===== src/pmicsm_map.svh =====
`ifndef PMICSM_MAP_SVH
`define PMICSM_MAP_SVH

// register indexes on the plain register port
`define PMICSM_A_CTRL       4'h0
`define PMICSM_A_SAFETY     4'h1
`define PMICSM_A_STATUS     4'h2
`define PMICSM_A_COUNTS     4'h3
`define PMICSM_A_CHAL       4'h4
`define PMICSM_A_RESP       4'h5

// control register fields
`define PMICSM_C_STBY_INV   0
`define PMICSM_C_LPM_SEL    1
`define PMICSM_C_EDGE_MODE  2
`define PMICSM_C_ASS_EN     3
`define PMICSM_C_SEC_EN     4
`define PMICSM_C_SAFE_CLR   5
`define PMICSM_C_FS_CLR     6

// status register fields
`define PMICSM_S_RESET_N    4
`define PMICSM_S_STEST_FAIL 5
`define PMICSM_S_SAFE_ACT   6
`define PMICSM_S_SAFE_OUT   7

// reset values
`define PMICSM_CTRL_RST     7'h00
`define PMICSM_SAFETY_RST   12'h433
`define PMICSM_CHAL_SEED    8'h5a

// timing
`define PMICSM_CLK_PERIOD_NS 40
`define PMICSM_WD_RESET_NS   30000
`define PMICSM_OSC_TOL_PCT   15

`endif


===== src/pmicsm_pkg.sv =====
package pmicsm_pkg;

    // top-level power states
    typedef enum logic [3:0] {
        pmicsm_low_power_off_state,
        pmicsm_self_test_state,
        pmicsm_quiescent_power_up_state,
        pmicsm_power_up_state,
        pmicsm_run_state,
        pmicsm_standby_state,
        pmicsm_wd_reset_state,
        pmicsm_power_down_state,
        pmicsm_fail_safe_state
    } pmicsm_state_t;

    // supply and load supervision levels
    typedef struct packed {
        logic vin_in_window;
        logic die_temp_ok;
        logic trim_load_fail;
        logic fuse_load_fail;
    } pmicsm_sup_t;

    // self-test results from the analog side
    typedef struct packed {
        logic mirror_crc_ok;
        logic analog_builtin_test_ok;
        logic analog_builtin_test_done;
    } pmicsm_stest_t;

    // register port request
    typedef struct packed {
        logic [3:0]  addr;
        logic [15:0] wdata;
        logic        wr;
        logic        rd;
    } pmicsm_bus_t;

endpackage


===== src/pmicsm_top.sv =====
// Summary of operation
// - standby to run on deasserted effective standby
// - run to standby on asserted effective standby
// - hard watchdog event enters watchdog reset
// - after 30 us return to system on
// - watchdog count at limit forces fault power-down
// - low-power select set leaves low-power off automatically
// - level mode needs request high and good supervision
// - edge mode starts on falling power request
// - test bench mode leaves low-power off
// - self-test exits on pass or test bench
// - no self-test variant goes straight to quiescent
// - self-test checks oscillator, mirror crc, monitors
// - fail-safe lock after repeated fault cycles
// - safe output held while non-safe, externally forceable
// - safety writes need challenge and response
// - no self-test variant reads safety bits zero
// - processor reset released in the same cycle as system on
// - fault count at limit forces power-down
`timescale 1ns/1ps
`include "pmicsm_map.svh"

module pmicsm_top #(
    parameter bit SELF_TEST_FITTED = 1'b1,
    parameter int OSC_WINDOW       = 200,
    parameter int OSC_EXPECT       = 100
) (
    input  wire logic                  clk_sys,
    input  wire logic                  resetn,
    input  wire pmicsm_pkg::pmicsm_bus_t   bus,
    output logic [15:0]                rdata,
    input  wire logic                  standby_pin,
    input  wire logic                  power_on_request,
    input  wire logic                  test_bench_mode_enable,
    input  wire pmicsm_pkg::pmicsm_sup_t   sup,
    input  wire pmicsm_pkg::pmicsm_stest_t stest,
    input  wire logic                  hs_osc_tick,
    input  wire logic                  hard_wd_event,
    input  wire logic                  regulator_fault_event,
    input  wire logic                  pwrup_seq_done,
    input  wire logic                  pwrdn_seq_done,
    input  wire logic                  safe_state_in_n,
    output logic                       processor_reset_out_n,
    output logic                       pwrup_seq_start,
    output logic                       pwrdn_seq_start,
    output logic                       system_run,
    output logic                       system_standby,
    output logic                       safe_state_out,
    output logic                       safe_state_oe,
    output logic [3:0]                 state_code
);
    import pmicsm_pkg::*;

    localparam int WD_CYC = (`PMICSM_WD_RESET_NS + `PMICSM_CLK_PERIOD_NS - 1)
                            / `PMICSM_CLK_PERIOD_NS;
    localparam int OSC_LO = OSC_EXPECT * (100 - `PMICSM_OSC_TOL_PCT) / 100;
    localparam int OSC_HI = OSC_EXPECT * (100 + `PMICSM_OSC_TOL_PCT) / 100;

    // refuse sizes the 10-bit counters cannot hold
    if (OSC_WINDOW < 1 || OSC_WINDOW > 1023 || OSC_HI > 1023 || WD_CYC > 1023)
    begin : g_bad_size
        $error("pmicsm_top: counter parameter out of range");
    end

    pmicsm_state_t state_r;
    pmicsm_state_t state_nxt;
    logic [6:0]    ctrl_r;
    logic [11:0]   safety_r;
    logic [7:0]    chal_r;
    logic [7:0]    resp_r;
    logic [3:0]    wd_cnt_r;
    logic [3:0]    regulator_fault_count_r;
    logic [3:0]    failsafe_cycle_count_r;
    logic [9:0]    wd_tmr_r;
    logic [9:0]    win_r;
    logic [9:0]    ticks_r;
    logic          power_on_request_prev_r;
    logic          fault_pd_r;
    logic          stest_fail_r;
    logic          safe_forced_r;
    logic          reset_n_r;
    logic [15:0]   rdata_r;
    logic          safe_oe_r;

    logic stby_eff;
    logic power_on_request_fall;
    logic sup_ok;
    logic power_on_request_evt;
    logic lp_go;
    logic qpu_go;
    logic sys_on;
    logic st_eval;
    logic st_pass;
    logic wr_ctrl;
    logic wr_safety;
    logic sec_ok;
    logic nonsafe;

    wire [3:0] wd_lim    = safety_r[3:0];
    wire [3:0] fault_lim = safety_r[7:4];
    wire [3:0] fs_lim    = safety_r[11:8];

    // pin and mode decode
    assign stby_eff   = standby_pin ^ ctrl_r[`PMICSM_C_STBY_INV];
    assign power_on_request_fall = power_on_request_prev_r & ~power_on_request;
    assign sup_ok     = sup.vin_in_window & sup.die_temp_ok
                        & ~sup.trim_load_fail & ~sup.fuse_load_fail;
    assign power_on_request_evt  = ctrl_r[`PMICSM_C_EDGE_MODE] ? power_on_request_fall
                                                    : power_on_request;
    assign sys_on     = state_r == pmicsm_run_state
                        || state_r == pmicsm_standby_state;

    // exit from low-power off
    always_comb
    begin
        if (test_bench_mode_enable)
            lp_go = 1'b1;
        else if (ctrl_r[`PMICSM_C_LPM_SEL])
            lp_go = 1'b1;
        else
            lp_go = power_on_request_evt & sup_ok;
    end

    // quiescent state waits for a power-on event when not transitory
    assign qpu_go = (~ctrl_r[`PMICSM_C_LPM_SEL] & ~test_bench_mode_enable)
                    | (power_on_request_evt & sup_ok);

    // self-test verdict: oscillator window, mirror crc, monitor tests
    assign st_eval = win_r == 10'(OSC_WINDOW)
                     && stest.analog_builtin_test_done;
    assign st_pass = ticks_r >= 10'(OSC_LO) && ticks_r <= 10'(OSC_HI)
                     && stest.mirror_crc_ok
                     && stest.analog_builtin_test_ok;

    // next power state
    always_comb
    begin
        state_nxt = state_r;
        case (state_r)
            pmicsm_low_power_off_state:
                if (lp_go)
                    state_nxt = SELF_TEST_FITTED ? pmicsm_self_test_state
                              : pmicsm_quiescent_power_up_state;
            pmicsm_self_test_state:
                if (test_bench_mode_enable || (st_eval && st_pass))
                    state_nxt = pmicsm_quiescent_power_up_state;
                else if (st_eval)
                    state_nxt = pmicsm_low_power_off_state;
            pmicsm_quiescent_power_up_state:
                if (qpu_go)
                    state_nxt = pmicsm_power_up_state;
            pmicsm_power_up_state:
                if (pwrup_seq_done)
                    state_nxt = stby_eff ? pmicsm_standby_state
                                         : pmicsm_run_state;
            pmicsm_run_state,
            pmicsm_standby_state:
                if (hard_wd_event)
                    state_nxt = pmicsm_wd_reset_state;
                else if (regulator_fault_count_r == fault_lim || !sup.die_temp_ok)
                    state_nxt = pmicsm_power_down_state;
                else if (stby_eff)
                    state_nxt = pmicsm_standby_state;
                else
                    state_nxt = pmicsm_run_state;
            pmicsm_wd_reset_state:
                if (wd_cnt_r == wd_lim)
                    state_nxt = pmicsm_power_down_state;
                else if (wd_tmr_r == 10'(WD_CYC - 1))
                    state_nxt = stby_eff ? pmicsm_standby_state
                                         : pmicsm_run_state;
            pmicsm_power_down_state:
                if (pwrdn_seq_done)
                    state_nxt = (SELF_TEST_FITTED && fault_pd_r
                                 && failsafe_cycle_count_r == fs_lim)
                              ? pmicsm_fail_safe_state
                              : pmicsm_low_power_off_state;
            pmicsm_fail_safe_state:
                state_nxt = pmicsm_fail_safe_state;
            default:
                state_nxt = pmicsm_low_power_off_state;
        endcase
    end

    // state register and registered state outputs
    always_ff @(posedge clk_sys)
    begin
        if (!resetn)
        begin
            state_r         <= pmicsm_low_power_off_state;
            power_on_request_prev_r    <= 1'b0;
            system_run      <= 1'b0;
            system_standby  <= 1'b0;
            pwrup_seq_start <= 1'b0;
            pwrdn_seq_start <= 1'b0;
            state_code      <= 4'h0;
        end
        else
        begin
            state_r         <= state_nxt;
            power_on_request_prev_r    <= power_on_request;
            system_run      <= state_nxt == pmicsm_run_state;
            system_standby  <= state_nxt == pmicsm_standby_state;
            pwrup_seq_start <= state_nxt == pmicsm_power_up_state;
            pwrdn_seq_start <= state_nxt == pmicsm_power_down_state;
            state_code      <= state_nxt;
        end
    end

    // processor reset follows the power state
    always_ff @(posedge clk_sys)
    begin
        if (!resetn)
            reset_n_r <= 1'b0;
        else if (state_r == pmicsm_power_up_state && pwrup_seq_done)
            reset_n_r <= 1'b1;
        else if (state_nxt == pmicsm_wd_reset_state && sys_on)
            reset_n_r <= 1'b0;
        else if (state_r == pmicsm_wd_reset_state && state_nxt != state_r
                 && state_nxt != pmicsm_power_down_state)
            reset_n_r <= 1'b1;
        else if (!sys_on && state_r != pmicsm_wd_reset_state)
            reset_n_r <= 1'b0;
    end

    // watchdog reset timer
    always_ff @(posedge clk_sys)
    begin
        if (!resetn || state_r != pmicsm_wd_reset_state)
            wd_tmr_r <= 10'h000;
        else if (wd_tmr_r != 10'(WD_CYC - 1))
            wd_tmr_r <= wd_tmr_r + 10'h001;
    end

    // watchdog, regulator fault and fail-safe counters
    always_ff @(posedge clk_sys)
    begin
        if (!resetn)
        begin
            wd_cnt_r    <= 4'h0;
            regulator_fault_count_r <= 4'h0;
            failsafe_cycle_count_r    <= 4'h0;
            fault_pd_r  <= 1'b0;
        end
        else
        begin
            if (state_r == pmicsm_low_power_off_state)
            begin
                wd_cnt_r    <= 4'h0;
                regulator_fault_count_r <= 4'h0;
            end
            else if (sys_on)
            begin
                if (hard_wd_event && wd_cnt_r != 4'hf)
                    wd_cnt_r <= wd_cnt_r + 4'h1;
                if (regulator_fault_event && regulator_fault_count_r != 4'hf)
                    regulator_fault_count_r <= regulator_fault_count_r + 4'h1;
            end
            if (state_nxt == pmicsm_power_down_state
                && state_r != pmicsm_power_down_state)
                fault_pd_r <= 1'b1;
            else if (state_r == pmicsm_low_power_off_state)
                fault_pd_r <= 1'b0;
            // a fault cycle counts before any software clear
            if (SELF_TEST_FITTED && state_nxt == pmicsm_power_down_state
                && state_r != pmicsm_power_down_state && failsafe_cycle_count_r != 4'hf)
                failsafe_cycle_count_r <= failsafe_cycle_count_r + 4'h1;
            else if (wr_ctrl && bus.wdata[`PMICSM_C_FS_CLR])
                failsafe_cycle_count_r <= 4'h0;
        end
    end

    // oscillator tick count over a fixed window during self-test
    always_ff @(posedge clk_sys)
    begin
        if (!resetn || state_r != pmicsm_self_test_state)
        begin
            win_r   <= 10'h000;
            ticks_r <= 10'h000;
        end
        else if (win_r != 10'(OSC_WINDOW))
        begin
            win_r <= win_r + 10'h001;
            if (hs_osc_tick && ticks_r != 10'h3ff)
                ticks_r <= ticks_r + 10'h001;
        end
    end

    // self-test fail flag, set wins over software clear
    always_ff @(posedge clk_sys)
    begin
        if (!resetn)
            stest_fail_r <= 1'b0;
        else if (SELF_TEST_FITTED && state_r == pmicsm_self_test_state
                 && st_eval && !st_pass && !test_bench_mode_enable)
            stest_fail_r <= 1'b1;
        else if (bus.wr && bus.addr == `PMICSM_A_STATUS
                 && bus.wdata[`PMICSM_S_STEST_FAIL])
            stest_fail_r <= 1'b0;
    end

    // register writes
    assign wr_ctrl   = bus.wr && bus.addr == `PMICSM_A_CTRL;
    assign wr_safety = bus.wr && bus.addr == `PMICSM_A_SAFETY;
    assign sec_ok    = !ctrl_r[`PMICSM_C_SEC_EN] || resp_r == ~chal_r;

    // control register, variant bits held at zero
    always_ff @(posedge clk_sys)
    begin
        if (!resetn)
            ctrl_r <= `PMICSM_CTRL_RST;
        else if (wr_ctrl)
        begin
            ctrl_r[2:0] <= bus.wdata[2:0];
            ctrl_r[`PMICSM_C_ASS_EN] <= SELF_TEST_FITTED
                                        & bus.wdata[`PMICSM_C_ASS_EN];
            ctrl_r[`PMICSM_C_SEC_EN] <= SELF_TEST_FITTED
                                        & bus.wdata[`PMICSM_C_SEC_EN];
            ctrl_r[6:5] <= 2'b00; // action bits only
        end
    end

    // safety limits behind the secure write check
    always_ff @(posedge clk_sys)
    begin
        if (!resetn)
            safety_r <= `PMICSM_SAFETY_RST;
        else if (wr_safety && sec_ok)
            safety_r <= bus.wdata[11:0];
    end

    // challenge lfsr advances after each guarded attempt
    always_ff @(posedge clk_sys)
    begin
        if (!resetn)
        begin
            chal_r <= `PMICSM_CHAL_SEED;
            resp_r <= 8'h00;
        end
        else if (wr_safety && ctrl_r[`PMICSM_C_SEC_EN])
        begin
            chal_r <= {chal_r[6:0],
                       chal_r[7] ^ chal_r[5] ^ chal_r[4] ^ chal_r[3]};
            resp_r <= 8'h00;
        end
        else if (SELF_TEST_FITTED && bus.wr && bus.addr == `PMICSM_A_RESP)
            resp_r <= bus.wdata[7:0];
    end

    // safe state: non-safe while off or, when armed, any bad condition
    assign nonsafe = !sys_on || safe_forced_r
                     || (ctrl_r[`PMICSM_C_ASS_EN]
                         && (!sup_ok || regulator_fault_count_r != 4'h0));
    always_ff @(posedge clk_sys)
    begin
        if (!resetn)
        begin
            safe_forced_r  <= 1'b0;
            safe_oe_r      <= 1'b1;
            safe_state_out <= 1'b0;
        end
        else
        begin
            if (ctrl_r[`PMICSM_C_ASS_EN] && sys_on && !safe_oe_r
                && !safe_state_in_n)
                safe_forced_r <= 1'b1;
            else if (wr_ctrl && bus.wdata[`PMICSM_C_SAFE_CLR])
                safe_forced_r <= 1'b0;
            safe_oe_r      <= nonsafe;
            safe_state_out <= 1'b0;
        end
    end

    // read data one cycle after the strobe, unmapped reads zero
    always_ff @(posedge clk_sys)
    begin
        if (!resetn || !bus.rd)
            rdata_r <= 16'h0000;
        else
            case (bus.addr)
                `PMICSM_A_CTRL:   rdata_r <= {11'h000, ctrl_r[4:0]};
                `PMICSM_A_SAFETY: rdata_r <= {4'h0, safety_r};
                `PMICSM_A_STATUS: rdata_r <= {8'h00, safe_oe_r,
                                              safe_forced_r, stest_fail_r,
                                              reset_n_r, state_r};
                `PMICSM_A_COUNTS: rdata_r <= {4'h0, failsafe_cycle_count_r,
                                              regulator_fault_count_r, wd_cnt_r};
                `PMICSM_A_CHAL:   rdata_r <= SELF_TEST_FITTED
                                             ? {8'h00, chal_r} : 16'h0000;
                `PMICSM_A_RESP:   rdata_r <= {8'h00, resp_r};
                default:          rdata_r <= 16'h0000;
            endcase
    end

    assign rdata                 = rdata_r;
    assign processor_reset_out_n = reset_n_r;
    assign safe_state_oe         = safe_oe_r;
endmodule


===== config.mk =====
export PLATFORM = sky130hd
export DESIGN_NAME = pmicsm_top
export DESIGN_NICKNAME = d
export VERILOG_FILES = /design/src/pmicsm_pkg.sv /design/src/pmicsm_top.sv
export VERILOG_INCLUDE_DIRS = /design/src /design/src/src
export SDC_FILE = /design/constraint.sdc
export NUM_CORES = 1
export LEC_CHECK = 0
export CAP_MARGIN = 20
export CORE_AREA = 5 5 106 88
export CTS_BUF_LIST = sky130_fd_sc_hd__clkbuf_8
export CTS_CLUSTER_SIZE = 8
export DETAILED_ROUTE_END_ITERATION = 8
export DIE_AREA = 0 0 111 93
export DONT_BUFFER_PORTS = 1
export PLACE_DENSITY = 0.78
export SLEW_MARGIN = 40
export SYNTH_ARGS = -nofsm -noshare
export SYNTH_HDL_FRONTEND = slang
export SYNTH_SLANG_ARGS = --single-unit

===== constraint.sdc =====
create_clock -name clk_sys -period 2.65 [get_ports clk_sys]
set_clock_uncertainty 0.1 [all_clocks]
set_input_delay 0.795 -clock clk_sys [delete_from_list [all_inputs] [get_ports clk_sys]]
set_output_delay 0.795 -clock clk_sys [all_outputs]
set_load 0.05 [all_outputs]

# Yosys cells after proc, flatten, opt, wreduce, memory -nomap -nowiden
# Cells that the tools add are included.
# totals
reg_bits	105
in_bits	40
output_inout_bits	27
# op_classes
add_sub_neg	6
order_cmp	2
n_eq_ne	35
n_mux	29
bitwise_logic	18
n_reduce_logical	66
# ops
operator	count
case mux 12 bit (6 select lines)	1
two-way mux 4 bit	11
== test 4 x 3 -> 1 bit (second input constant)	10
logical AND 1 bit	32
case mux 4 bit (8 select lines)	1
adder 10 x 1 -> 10 bit (second input constant)	3
== test 4 x 2 -> 1 bit (second input constant)	5
inequality test 10 bit (second input constant)	2
two-way mux 1 bit	14
adder 4 x 1 -> 4 bit (second input constant)	3
== test 4 bit	3
inequality test 4 x 3 -> 1 bit (second input constant)	3
inequality test 4 bit (second input constant)	3
== test 10 bit (second input constant)	1
== test 10 x 8 -> 1 bit (second input constant)	1
>= comparator 10 x 7 -> 1 bit (second input constant)	1
less-or-equal comparator 10 x 7 -> 1 bit (second input constant)	1
zero test 1 bit	10
logical OR 1 bit	10
inequality test 10 x 8 -> 1 bit (second input constant)	1
== test 4 x 1 -> 1 bit (second input constant)	2
== test 8 bit	1
zero test 4 bit	2
NOT 8 bit	1
12 further kinds	34

# Logic depth before layout (Yosys ltp)
# depth
word_depth	14
mapped_depth	9
depth_no_buf	8

# Least setup slack after synthesis
# Ideal clock, no wire load.
# synth_path
path_type	input-to-reg
startpoint	input bus[20] in the netlist's numbering
endpoint	register rdata_r[7] (netlist: rdata[7])
setup_ns	0.128
arrival_ns	2.180
required_ns	2.422
setup_slack_ns	0.243
cell_stages	6
path_buffers	2
path_cell_list	buf_2 -> buf_1 -> mux2_2 -> a22o_1 -> a222oi_1 -> nor2_1
# synth_between
elab_chain_len	2
word_cells_on_any_way	7
# synth_lines
element	line_no	rtl
start, declared	pmicsm_top.sv:30	input wire pmicsm_pkg::pmicsm_bus_t bus,
== test 4 x 3 -> 1 bit (tied with other cells)	pmicsm_top.sv:380	case (bus.addr)
case mux 12 bit (6 select lines) *	pmicsm_top.sv:380	
end signal, assigned	pmicsm_top.sv:381	`PMICSM_A_CTRL: rdata_r <= {11'h000, ctrl_r[4:0]};
end signal, assigned	pmicsm_top.sv:382	`PMICSM_A_SAFETY: rdata_r <= {4'h0, safety_r};
end signal, assigned	pmicsm_top.sv:383	`PMICSM_A_STATUS: rdata_r <= {8'h00, safe_oe_r,
end, declared	pmicsm_top.sv:82	logic [15:0] rdata_r;
# Mark *: on every way between the ends. The rest lies on a longest branch, timed or not.
# A chain may end at the register's enable or synchronous reset.

# Worst setup path in the final report
# layout_path
startpoint	register regulator_fault_count_r[2]
endpoint	register failsafe_cycle_count_r[0]
# layout_between
elab_chain_len	9
word_cells_on_any_way	10
# layout_lines
element	line_no	rtl
start, declared	pmicsm_top.sv:72	logic [3:0] regulator_fault_count_r;
start signal, assigned	pmicsm_top.sv:257	regulator_fault_count_r <= regulator_fault_count_r + 4'h1;
== test 4 bit *	pmicsm_top.sv:160	else if (regulator_fault_count_r == fault_lim || !sup.die_temp_ok)
logical OR 1 bit *	pmicsm_top.sv:160	
two-way mux 2 bit *	pmicsm_top.sv:160	
two-way mux 2 bit *	pmicsm_top.sv:158	if (hard_wd_event)
case mux 4 bit (8 select lines) *	pmicsm_top.sv:139	case (state_r)
== test 4 x 3 -> 1 bit *	pmicsm_top.sv:265	if (SELF_TEST_FITTED && state_nxt == pmicsm_power_down_state
logical AND 1 bit * (2 in a row)	pmicsm_top.sv:266	&& state_r != pmicsm_power_down_state && failsafe_cycle_count_r != 4'hf)
two-way mux 4 bit or nonzero test 2 bit (tied branches)	n/a	
end signal, assigned	pmicsm_top.sv:267	failsafe_cycle_count_r <= failsafe_cycle_count_r + 4'h1;
end, declared	pmicsm_top.sv:73	logic [3:0] failsafe_cycle_count_r;
# Marked as above.

==> impl_metrics.csv <==
group,metric,value,unit
synthesis,synth_area,5140,sq um
placed_design,gp_congestion,0.911,
timing,fin_setup_tns,0,ps
route,finalWirelength,11900,um
finish,antenna_cells,0,
timing,max_slew_margin,0.538,
clocking,clock-sinks,101,
placed_design,dpl.hpwl,8890,um
floorplan,ioPinCount,67,
worst_setup_path,crit_path_max_incr_delay,530,ps
clocking,clockBufferDepth,2,
route,drc_errors,0,
clocking,cts_resized,0,
synthesis,ys_seq_elements,101,
route,viasPerCell,5.96,
timing,max_freq,428,MHz
worst_setup_path,crit_cells,6,
finish,num-fill-cells,688,
route,firstDrtPassIters,5,
worst_setup_path,critical_path_class,"reg2reg",
timing,finalCritPeriodShare,0.882,
power,powerDensity,523,nW/um^2
power,leakage,2.13,nW
synthesis,synthFlopType,"dfxtp_1",
floorplan,die_y,93,um
timing,period_minus_slack,2340,ps
route,wl_per_cell,16.9,um
floorplan,start_util,0.626,
power,vdd.ir_drop.worst,321,uV
clocking,cts_made_buffers,9,
worst_setup_path,critPathMaxFanout,6,
timing,worst_pin_slew,692,ps
route,dr.first_iter.drc_count,421,
worst_setup_path,critPathRequiredTime,2810,ps
synthesis,synth.distinct_cells,60,
finish,syn_to_final_growth,6.86,%
worst_setup_path,crit_buf_inv,0,
finish,multiInputGateArea,2930,sq um
synthesis,async_reset_ff_frac,0,
timing,setup_ws,312,ps
run_status,status,"complete, no violations",
finish,regArea,2020,sq um
worst_setup_path,slowest_stage,"o41ai_2",
global_route,grt_first_pass_wirelength,19800,um
worst_setup_path,cp.arrival,2500,ps
floorplan,core-area,8220,sq um
synthesis,netlist_instances,588,
timing,drv_slew,0,
placed_design,place_ws,387,ps
global_route,antenna_found_initial,0,
global_route,grt_pass1_vias,3907,
route,ant_nets,0,
timing,finalHoldViolCount,0,
finish,final_cell_mix,"dfxtp_1 (101), nor2_1 (72), nand2_1 (57)",
hold_path,whs_path_depth,1,
clocking,cts_tree,"done",
power,power.internal,0.00218,W
finish,drive_gt1_frac,0.0929,
hold_path,hold_path.class,"in2reg",
route,vias,4194,
global_route,grt.overflow.total,0,
finish,layout_commonest_cell,"dfxtp_1",
synthesis,synth_edf_count,0,
worst_setup_path,reg2reg_depth,6,
worst_setup_path,end_kind,"flop",
synthesis,ys_seq_area_frac,0.393,
clocking,holdBufCountCts,0,
global_route,track_usage,0.238,
clocking,cts.htree.levels,3,
worst_setup_path,path_delay_family,"compound AO/OA/AOI/OAI gates",
worst_setup_path,crit_chain,"xor2_1 > o41ai_2 > a31oi_1 > o2111ai_2 > o211ai_2 > mux2i_1",
clocking,cts_setup_buffers,0,
timing,rsz0062_at_grt,"no",
power,power_frac_clock,0.369,
synthesis,ys_warn_count,0,
clocking,root_buffer,"clkbuf_8",
placed_design,portBuffers,0,
timing,setup_viol,0,
job,max-cap-violations,0,
clocking,clock_latency,380,ps
power,switching_share,0.242,
global_route,grt_max_degree,51,
synthesis,syn_avg_cell_area,8.75,sq um
floorplan,rows,30,
power,p_switching,0.000695,W
worst_setup_path,start_kind,"flop",
floorplan,die_area,10300,sq um
floorplan,die_x,111,um
power,seqPwrFrac,0.544,
finish,nNetsFinal,640,
clocking,path_clk_slew,90,ps
power,combPwrFrac,0.087,
==> state kept, by name, indices dropped and copies added, names as in the netlist, 4 cells and up <==
signal / flops
chal_r: 8
ctrl_r: 5
failsafe_cycle_count_r: 4
rdata: 12
regulator_fault_count_r: 4
resp_r: 8
safety_r: 12
state_r: 4
ticks_r: 10
wd_cnt_r: 4
wd_tmr_r: 10
win_r: 10
==> layer usage <==
metal  track usage  part of all wire
met5             0                 0
met4        0.0790             0.015
met3        0.0867             0.086
met2         0.366              0.44
met1         0.310              0.46
==> power groups by stage <==
| stage | Clock (W) | Sequential (W) | Combinational [W] |
|---|---|---|---|
| 2_1_floorplan | 0 | 0.00161 | 0.000201 |
| 3_3_place_gp | 0 | 0.00160 | 0.000240 |
| 3_5_place_dp | 0 | 0.00160 | 0.000246 |
| 4_1_cts | 0.00109 | 0.00156 | 0.000247 |
| 5_1_grt | 0.00116 | 0.00156 | 0.000273 |
| 6_report | 0.00106 | 0.00156 | 0.000250 |
==> synth_stat cells (10+ instances only) <==
cell type | number | area, sq um
o21ai_0 | 18 | 90.1
ha_1 | 11 | 138
nand2_1 | 57 | 214
nor2_1 | 72 | 270
a31oi_1 | 10 | 62.6
mux2i_1 | 34 | 340
clkbuf_1 | 20 | 75.1
xor2_1 | 36 | 315
inv_1 | 15 | 56.3
nor2b_1 | 17 | 106
nand4_1 | 13 | 81.3
a22oi_1 | 10 | 75.1
a21oi_1 | 17 | 85.1
xnor2_1 | 16 | 140
nand3_1 | 29 | 145
dfxtp_1 | 101 | 2020
==> metrics by stage <==
stage                     hold WS (ps)   util  std cells  total power (W)  cell area, sq um
final                              380  0.669        704          0.00287              5500
after global routing               356  0.669        704          0.00300              5500
after CTS                          362  0.669        704          0.00289              5500
after detailed placement           369  0.643        690          0.00184              5290
after global placement             368  0.643        690          0.00184              5290
after floorplan                    342      -        592          0.00181              5160
==> logic make-up after synthesis <==
group,count (synthesis),share of synthesized area
DFF,101,0.393
AOI/OAI and AO/OA,91,0.122
other,1,0.000729
adders and majority gates,11,0.0268
and+or+nand+nor,243,0.246
buffers and inverters,48,0.0413
muxes,41,0.0815
xor gates and xnor gates,52,0.0885
==> layout make-up <==
| class | count | share of cell area |
|---|---|---|
| clock buffers | 10 | 0.0250 |
| clock inverters | 4 | 0.0134 |
| inverters | 15 | 0.0102 |
| multi-input cells | 443 | 0.532 |
| flip-flops and latches | 101 | 0.368 |
| well taps | 112 | 0.0255 |
| repair buffers | 19 | 0.0259 |
==> final timing paths <==
kind	startpoint	slack, ps	to
setup / recovery	regulator_fault_count_r[2]	310	failsafe_cycle_count_r[0]
hold / removal	resetn	380	safety_r[1]
setup reg to reg	regulator_fault_count_r[2]	310	failsafe_cycle_count_r[0]
hold reg to reg	ctrl_r[2]	400	ctrl_r[2]
Note: power is estimated with default switching activity, not from simulation.
